**config.mk**
```make
export PLATFORM = sky130hd
export DESIGN_NAME = cioc_regs
export DESIGN_NICKNAME = d
export VERILOG_FILES = /design/src/cioc_pkg.sv /design/src/cioc_regs.sv
export SDC_FILE = /design/constraint.sdc
export NUM_CORES = 1
export LEC_CHECK = 0
export BUFFER_PORTS_ARGS = -buffer_cell sky130_fd_sc_hd__buf_2
export CAP_MARGIN = 10
export CORE_ASPECT_RATIO = 1.25
export CORE_MARGIN = 2
export CORE_UTILIZATION = 57
export DETAILED_ROUTE_END_ITERATION = 10
export GPL_TIMING_DRIVEN = 0
export PLACE_DENSITY = 0.95
export SLEW_MARGIN = 20
export SYNTH_ARGS = -nofsm -noshare
export SYNTH_HDL_FRONTEND = slang
export SYNTH_SLANG_ARGS = --single-unit
```
**constraint.sdc**
```tcl
create_clock -name sys_clk -period 6.6 [get_ports sys_clk]
set_input_delay 0.99 -clock sys_clk [delete_from_list [all_inputs] [get_ports sys_clk]]
set_output_delay 0.99 -clock sys_clk [all_outputs]
set_load 0.02 [all_outputs]
```
**src/cioc_pkg.sv**
```systemverilog
/*
 * Shared constants and types of the core I/O control register bank.
 * Assumes a 32-bit classic Wishbone bus with 8-bit registers in the low lane.
 */
package cioc_pkg;
    // ==========================================================
    // Register indices; byte address is four times the index.
    localparam int         ADR_W     = 10;
    localparam logic [7:0] IDX_SP    = 8'h02;
    localparam logic [7:0] IDX_CLKMD = 8'h03;
    localparam logic [7:0] IDX_INTEN = 8'h04;
    localparam logic [7:0] IDX_INTRQ = 8'h05;
    localparam logic [7:0] IDX_WIDE_TIMER_CONFIG  = 8'h06;
    localparam logic [7:0] IDX_CNTL  = 8'h20;
    localparam logic [7:0] IDX_CNTH  = 8'h21;
    // ==========================================================
    // Reset values.
    localparam logic [7:0]  SP_RST    = 8'h00;
    localparam logic [7:0]  CLKMD_RST = 8'hf6;
    localparam logic [7:0]  INTEN_RST = 8'h00;
    localparam logic [7:0]  INTRQ_RST = 8'h00;
    localparam logic [7:0]  WIDE_TIMER_CONFIG_RST  = 8'h00;
    localparam logic [15:0] CNT_RST   = 16'h0000;
    // ==========================================================
    // Clock mode fields.
    localparam int CK_SEL_LSB = 5;
    localparam int FAST_EN    = 4;
    localparam int CK_TYPE    = 3;
    localparam int SLOW_EN    = 2;
    localparam int WDT_EN     = 1;
    localparam int RST_PIN    = 0;
    // ==========================================================
    // Interrupt bit positions; reserved bits are 7 and 3.
    localparam int         IRQ_T2   = 6;
    localparam int         IRQ_PWM  = 5;
    localparam int         IRQ_CMP  = 4;
    localparam int         IRQ_T16  = 2;
    localparam int         IRQ_PA4  = 1;
    localparam int         IRQ_PA0  = 0;
    localparam logic [7:0] IRQ_IMPL = 8'h77;
    // ==========================================================
    // Wide timer fields and clock source codes.
    localparam int         T16_SRC_LSB = 5;
    localparam int         T16_DIV_LSB = 3;
    localparam logic [2:0] T16_OFF     = 3'h0;
    localparam logic [2:0] T16_SYS     = 3'h1;
    localparam logic [2:0] T16_PA4     = 3'h3;
    localparam logic [2:0] T16_FAST    = 3'h4;
    localparam logic [2:0] T16_XTAL    = 3'h5;
    localparam logic [2:0] T16_SLOW    = 3'h6;
    localparam logic [2:0] T16_PA0     = 3'h7;
    localparam logic [2:0] T16_NOBIT   = 3'h6;

    typedef struct packed {
        logic t2;
        logic pwm;
        logic cmp;
    } cioc_evt_s;

    typedef struct packed {
        logic fast_en;
        logic slow_en;
        logic wdt_en;
        logic ext_rst_sel;
    } cioc_osc_s;

    typedef struct packed {
        logic       slow_src;
        logic [6:0] div;
    } cioc_clk_s;
endpackage

```
**src/cioc_regs.sv**
```systemverilog
/*
 * Core I/O control register bank: stack pointer, clock mode, interrupt
 * enable and request, wide timer configuration and the wide timer itself.
 * Assumes a classic Wishbone master on sys_clk and event pulses from
 * on-chip units on the same clock; pins and oscillator taps are asynchronous.
 */
// Implementation choice: the Wishbone slave port.
module cioc_regs
    import cioc_pkg::*;
(
    input  wire logic              sys_clk,
    input  wire logic              reset_n,
    input  wire logic              wb_cyc_i,
    input  wire logic              wb_stb_i,
    input  wire logic              wb_we_i,
    input  wire logic [ADR_W-1:0]  wb_adr_i,
    input  wire logic [3:0]        wb_sel_i,
    input  wire logic [31:0]       wb_dat_i,
    output logic      [31:0]       wb_dat_o,
    output logic                   wb_ack_o,
    input  wire logic              core_sp_load,
    input  wire logic [7:0]        core_sp_val,
    input  wire cioc_evt_s         unit_evt,
    input  wire logic              port_a_pin_zero,
    input  wire logic              port_a_pin_four,
    input  wire logic              fast_rc_osc,
    input  wire logic              slow_rc_osc,
    input  wire logic              crystal_osc,
    output logic      [7:0]        stack_ptr,
    output cioc_osc_s              osc_ctrl,
    output cioc_clk_s              sys_clk_sel,
    output logic      [15:0]       wide_count,
    output logic                   irq
);
    // ==========================================================
    // Registers.
    logic [7:0]  sp_ff;
    logic [7:0]  clkmd_ff;
    logic [7:0]  inten_ff;
    logic [7:0]  intrq_ff;
    logic [7:0]  wide_timer_config_ff;
    logic [15:0] cnt_ff;
    logic [5:0]  pdiv_ff;
    logic        ack_ff;
    logic [31:0] dat_ff;
    logic        irq_ff;
    cioc_osc_s   osc_ff;
    cioc_clk_s   clk_ff;
    logic [4:0]  s1_ff;
    logic [4:0]  s2_ff;
    logic [4:0]  s3_ff;
    logic [4:0]  filt_ff;

    // ==========================================================
    // Bus decode.
    wire       req    = wb_cyc_i & wb_stb_i;
    wire [7:0] idx    = wb_adr_i[ADR_W-1:2];
    wire       wr     = req & wb_we_i & ack_ff & wb_sel_i[0];
    wire [7:0] wd     = wb_dat_i[7:0];
    wire       hit_sp = idx == IDX_SP;
    wire       hit_ck = idx == IDX_CLKMD;
    wire       hit_en = idx == IDX_INTEN;
    wire       hit_rq = idx == IDX_INTRQ;
    wire       hit_tm = idx == IDX_WIDE_TIMER_CONFIG;
    wire       hit_cl = idx == IDX_CNTL;
    wire       hit_ch = idx == IDX_CNTH;
    wire [7:0] rd8    = hit_sp ? sp_ff :
                        hit_ck ? clkmd_ff :
                        hit_en ? inten_ff :
                        hit_rq ? intrq_ff :
                        hit_tm ? wide_timer_config_ff :
                        hit_cl ? cnt_ff[7:0] :
                        hit_ch ? cnt_ff[15:8] : 8'h00;

    // ==========================================================
    // Pin and oscillator synchronisers with agreement filter.
    wire [4:0] pins = {crystal_osc, slow_rc_osc, fast_rc_osc, port_a_pin_four, port_a_pin_zero};
    wire [4:0] nxt_filt = (s2_ff & s3_ff) | (filt_ff & (s2_ff | s3_ff));
    wire [4:0] rise = nxt_filt & ~filt_ff;
    wire [4:0] fall = ~nxt_filt & filt_ff;
    wire [4:0] chg  = nxt_filt ^ filt_ff;

    // ==========================================================
    // Next register values.
    wire [7:0] nxt_sp    = (wr & hit_sp) ? wd : core_sp_load ? core_sp_val : sp_ff;
    wire [7:0] nxt_clkmd = (wr & hit_ck) ? wd : clkmd_ff;
    wire [7:0] nxt_inten = (wr & hit_en) ? (wd & IRQ_IMPL) : inten_ff;
    wire [7:0] nxt_wide_timer_config  = (wr & hit_tm) ? wd : wide_timer_config_ff;
    wire [7:0] rq_clr    = (wr & hit_rq) ? wd : 8'h00;

    // ==========================================================
    // Wide timer.
    wire [2:0] src   = wide_timer_config_ff[T16_SRC_LSB+2:T16_SRC_LSB];
    wire [1:0] psel  = wide_timer_config_ff[T16_DIV_LSB+1:T16_DIV_LSB];
    wire [2:0] isel  = wide_timer_config_ff[2:0];
    wire       src_tick = (src == T16_SYS)  ? 1'b1 :
                          (src == T16_PA4)  ? fall[1] :
                          (src == T16_FAST) ? rise[2] :
                          (src == T16_SLOW) ? rise[3] :
                          (src == T16_XTAL) ? rise[4] :
                          (src == T16_PA0)  ? fall[0] : 1'b0;
    wire [5:0] pmask = (psel == 2'h0) ? 6'h00 :
                       (psel == 2'h1) ? 6'h03 :
                       (psel == 2'h2) ? 6'h0f : 6'h3f;
    wire        cnt_tick = src_tick & ((pdiv_ff & pmask) == pmask);
    wire [5:0]  nxt_pdiv = src_tick ? pdiv_ff + 6'h01 : pdiv_ff;
    wire [15:0] nxt_cnt  = cnt_tick ? cnt_ff + 16'h0001 : cnt_ff;
    wire [3:0]  bsel     = {1'b1, isel};
    wire        t16_evt  = cnt_tick & (isel != T16_NOBIT) & (cnt_ff[bsel] ^ nxt_cnt[bsel]);

    // ==========================================================
    // Interrupt requests; a set in the clearing cycle wins.
    logic [7:0] evt;
    always_comb begin
        evt          = 8'h00;
        evt[IRQ_T2]  = unit_evt.t2;
        evt[IRQ_PWM] = unit_evt.pwm;
        evt[IRQ_CMP] = unit_evt.cmp;
        evt[IRQ_T16] = t16_evt;
        evt[IRQ_PA4] = chg[1];
        evt[IRQ_PA0] = chg[0];
    end
    wire [7:0] nxt_intrq = ((intrq_ff & ~rq_clr) | evt) & IRQ_IMPL;
    wire       nxt_irq   = |(nxt_intrq & nxt_inten);

    // ==========================================================
    // System clock selection decode.
    cioc_clk_s nxt_clk;
    always_comb begin
        nxt_clk = clk_ff;
        case ({clkmd_ff[CK_TYPE], clkmd_ff[CK_SEL_LSB+2:CK_SEL_LSB]})
            4'h0: nxt_clk = '{slow_src: 1'b0, div: 7'h04};
            4'h1: nxt_clk = '{slow_src: 1'b0, div: 7'h02};
            4'h6: nxt_clk = '{slow_src: 1'b1, div: 7'h04};
            4'h7: nxt_clk = '{slow_src: 1'b1, div: 7'h01};
            4'h8: nxt_clk = '{slow_src: 1'b0, div: 7'h10};
            4'h9: nxt_clk = '{slow_src: 1'b0, div: 7'h08};
            4'ha: nxt_clk = '{slow_src: 1'b1, div: 7'h10};
            4'hb: nxt_clk = '{slow_src: 1'b0, div: 7'h20};
            4'hc: nxt_clk = '{slow_src: 1'b0, div: 7'h40};
            default: nxt_clk = clk_ff;
        endcase
    end
    cioc_osc_s nxt_osc;
    assign nxt_osc.fast_en     = clkmd_ff[FAST_EN];
    assign nxt_osc.slow_en     = clkmd_ff[SLOW_EN];
    assign nxt_osc.wdt_en      = clkmd_ff[WDT_EN] & clkmd_ff[SLOW_EN];
    assign nxt_osc.ext_rst_sel = clkmd_ff[RST_PIN];

    // ==========================================================
    // Flip-flops.
    always_ff @(posedge sys_clk or negedge reset_n) begin
        if (!reset_n) begin
            sp_ff    <= SP_RST;
            clkmd_ff <= CLKMD_RST;
            inten_ff <= INTEN_RST;
            intrq_ff <= INTRQ_RST;
            wide_timer_config_ff  <= WIDE_TIMER_CONFIG_RST;
            cnt_ff   <= CNT_RST;
            pdiv_ff  <= 6'h00;
        end else begin
            sp_ff    <= nxt_sp;
            clkmd_ff <= nxt_clkmd;
            inten_ff <= nxt_inten;
            intrq_ff <= nxt_intrq;
            wide_timer_config_ff  <= nxt_wide_timer_config;
            cnt_ff   <= nxt_cnt;
            pdiv_ff  <= nxt_pdiv;
        end
    end

    always_ff @(posedge sys_clk or negedge reset_n) begin
        if (!reset_n) begin
            ack_ff <= 1'b0;
            dat_ff <= 32'h0000_0000;
            irq_ff <= 1'b0;
            osc_ff <= 4'he;
            clk_ff <= '{slow_src: 1'b1, div: 7'h01};
        end else begin
            ack_ff <= req & ~ack_ff;
            dat_ff <= (req & ~ack_ff) ? {24'h00_0000, rd8} : dat_ff;
            irq_ff <= nxt_irq;
            osc_ff <= nxt_osc;
            clk_ff <= nxt_clk;
        end
    end

    always_ff @(posedge sys_clk or negedge reset_n) begin
        if (!reset_n) begin
            s1_ff   <= 5'h00;
            s2_ff   <= 5'h00;
            s3_ff   <= 5'h00;
            filt_ff <= 5'h00;
        end else begin
            s1_ff   <= pins;
            s2_ff   <= s1_ff;
            s3_ff   <= s2_ff;
            filt_ff <= nxt_filt;
        end
    end

    assign wb_dat_o    = dat_ff;
    assign wb_ack_o    = ack_ff;
    assign stack_ptr   = sp_ff;
    assign osc_ctrl    = osc_ff;
    assign sys_clk_sel = clk_ff;
    assign wide_count  = cnt_ff;
    assign irq         = irq_ff;
endmodule

```
==> flow_summary.toml <==
[worst_hold_path]
min_to = "s2_ff[0]$_DFF_PN0_"
whs_path_depth = 0
hold_class = "flip-flop to flip-flop"
worstHoldStart = "s1_ff[0]$_DFF_PN0_"

[cts]
cts_root_buffer = "clkbuf_8"
numCtsBuffers = 9
clock_sinks = 100
path_clk_slew_ns = 0.10
postCtsHoldBufs = 0
clkLatencyLatePin_ns = 0.39
clockBufferDepth = 2
cts.repair.resized = 0
cts_tree = "done"
htreeDepth = 3
cts_setup_buffers = 0

[job]
drv_cap = 0

[setup_path]
r2r_start = "wide_count[2]$_DFFE_PN0N_"
path_cells = "clkbuf_1 -> nand4_1 -> or4_1 -> a311oi_1 -> mux2_2 -> nor4_2 -> mux2i_1 -> o31ai_1 -> nand3_1"
critPathArrivalTime_ns = 3.51
cp-end-kind = "flip-flop"
r2r_end = "irq$_DFF_PN0_"
critPathMaxStageDelay_ns = 0.58
cp_max_fo = 7
crit_path_top_delay_cell = "or4_1"
r2r_cells = 9
critical_path_required_ns = 6.84
critPathKind = "flip-flop to flip-flop"
crit_path_start_kind = "flip-flop"
reg2reg_slack_ns = 3.34

[detailed_routing]
wl_per_cell_um = 18.4
drc_errors = 0
drt_iter0_drc = 579
ant_nets = 0
routed_wl_um = 13200
viasPerCell = 6.14
dr.pass1.iters = 7
vias = 4392

[synth]
yosys-top-cells-count = "dfrtp_1, nand2_1, buf_4"
synthMuxAreaShare_pct = 9.19
synth_xor_area_share_pct = 3.63
yosysWarnings = 0
ys_seq_elements = 100
synth_top_area_cell = "dfrtp_1"
synth_simple_gate_area_share_pct = 15.4
synthesis.area_um2 = 5070
synthAdderAreaFrac_pct = 1.58
synth-edff-count = 0
synth_top_family_by_area = "simple AND/OR/NAND/NOR gates"
async_reset_ff_share_pct = 100
syn_area_per_cell_um2 = 10.7
synth_cell_types = 61
seq_area_frac_synth_pct = 49.7
synth_top_area_share_pct = 44.0
synthCells = 474
synth-compound-area-share_pct = 14.1
synth-main-ff-cell = "dfrtp_1"
synth.top_cells.by_area = "dfrtp_1, dfstp_2, mux2_2"
yosys.cell_count.top_type = "dfrtp_1"

[pwr]
p_sw_uw = 354
power_leakage_nw = 2.88
p_per_area_nw_per_um2 = 210
p_comb_share_pct = 12.0
peakVddDrop_mv = 0.106
seqPwrFrac_pct = 54.4
power_switching_share_pct = 28.2
cell_internal_pwr_uw = 902
p_clk_share_pct = 33.7

[layout]
diodes = 0
nets = 662
fillerInstances = 603
stdcell_count = 715
drive_gt1_share_pct = 29.7
areaGrowthSynthToFinish_pct = 17.9

[timing]
finalSetupViolCount = 0
fin_crit_sh_pct = 49.5
report.final.slew_viol_count = 0
setup-tns-final_ns = 0
clock.fmax_ghz = 0.306
tightest_slew_ns = 0.986
finalCriticalPeriod_ns = 3.26
hold_viol = 0
max_slew_margin_pct = 33.7
rsz0062_at_grt = "no"
whs_ns = 0.355
clock_skew_ns = 0.0130

[global_route]
grt_pass1_vias = 4343
track_usage_pct = 27.9
gr-total-overflow = 0
grt_start_max_net_pins = 66
grt_pass1_wl_um = 20800
antenna_found_initial = 0

[floorplanning]
fp.coreArea_um2 = 8650
row_count = 38
initial_core_util_pct = 58.5
die_area_um2 = 9660
die_w_um = 88.3
die_h_um = 109
io_pins = 138

[place]
io_buffers = 81
place_hpwl_um = 9190
gp_congestion = 0.918
dp.cells = 699

[status]
status = "finished, final reports clean"
[worst max-delay path, delay by kind of cell (launching register included)]
family	cells	cell delay, ns
AND/OR/NAND/NOR	4	1.23
AO/OA/AOI/OAI	2	0.68
multiplexers	2	0.56
flip-flops	1	0.37
buffers and inverters	1	0.27
[per-layer routing]
layer	track usage, %	wire [um]	share of wire, %	vias to the layer above
met1	31.6	4660	35	2079
met4	15.4	660	5.0	0
met3	7.28	1170	8.9	74
met5	0	0	0	-
li1	-	-	-	1904
met2	47.4	6660	51	335
[power by group through the flow]
stage                     clock network (mW)  logic (mW)  registers [mW]
after floorplan                            0      0.0822           0.698
after global placement                     0       0.139           0.691
after detailed placement                   0       0.148           0.694
after CTS                              0.423       0.150           0.682
after global routing                   0.452       0.165           0.689
final                                  0.423       0.150           0.683
[sequential cells by signal (all words and copies together) (netlist names)]
name and cells:
filt_ff 5, s1_ff 5, wb_dat_o 8, clkmd_ff 8, inten_ff 6, s3_ff 5
stack_ptr 8, osc_ctrl 4, irq 1, pdiv_ff 6, s2_ff 5, intrq_ff 6
wide_timer_config_ff 8, wide_count 16, wb_ack_o 1, sys_clk_sel 8
[worst max path at each step]
| stage | startpoint | end | slack (ns) | depth (start not counted) |
|---|---|---|---|---|
| floorplan | wb_adr_i[3] | irq$_DFF_PN0_ | 3.47 | 7 |
| global placement | wb_adr_i[3] | irq$_DFF_PN0_ | 2.96 | 8 |
| detailed placement | wb_adr_i[3] | irq$_DFF_PN0_ | 2.72 | 8 |
| CTS | wb_adr_i[3] | irq$_DFF_PN0_ | 3.12 | 8 |
| global route | wide_count[2]$_DFFE_PN0N_ | irq$_DFF_PN0_ | 3.20 | 9 |
| finish | wide_count[2]$_DFFE_PN0N_ | irq$_DFF_PN0_ | 3.34 | 9 |
[cell usage in the layout, fill, tap and decap left out, drive strengths merged, types with 3 or more instances in the layout]
cell / netlist / routed
a21o: 9 / 9
a21oi: 16 / 16
a221oi: 4 / 4
a22o: 4 / 4
a22oi: 15 / 15
a311oi: 5 / 5
a31oi: 6 / 6
and2: 6 / 6
and3: 7 / 7
buf: 28 / 110
clkbuf: 18 / 28
conb: 1 / 24
dfrtp: 89 / 89
dfstp: 11 / 11
ha: 4 / 4
inv: 13 / 17
maj3: 3 / 3
mux2: 24 / 24
mux2i: 15 / 15
nand2: 41 / 41
nand2b: 6 / 6
nand3: 17 / 17
nand3b: 5 / 5
nand4: 13 / 13
nor2: 23 / 23
nor2b: 5 / 5
nor3: 6 / 6
nor4: 6 / 6
o21ai: 22 / 22
or3: 3 / 3
or4: 3 / 3
xnor2: 13 / 13
xor2: 8 / 8
[final cells by class]
class | count | area [um2] | area share, %
well taps | 120 | 150 | 2.51
repair buffers | 82 | 439 | 7.35
clock inverters | 6 | 76.3 | 1.28
flip-flops and latches | 100 | 2520 | 42.1
inverters | 13 | 48.8 | 0.817
clock buffers | 10 | 138 | 2.30
multi-input cells | 338 | 2330 | 39.0
plain buffers | 46 | 274 | 4.59
[logic make-up (layout without fill, tap and decap cells)]
logic type | count (synthesis) | count (layout)
AO/OA/AOI/OAI | 98 | 98
XOR/XNOR | 21 | 21
adder cells (fa/ha/maj) | 7 | 7
buffers and inverters | 59 | 157
flip-flops | 100 | 100
multiplexers | 41 | 41
other | 1 | 24
AND/OR/NAND/NOR | 147 | 147
[stage by stage]
stage	cell area, um2	setup slack, ns	power [mW]	utilization [%]
after floorplan	5150	3.47	0.780	-
after global placement	5710	2.96	0.830	66.0
after detailed placement	5750	2.72	0.842	66.4
after CTS	5960	3.12	1.26	68.9
after global routing	5970	3.20	1.31	69.0
final	5970	3.34	1.26	69.0
Power figures use the tool's default switching activity.
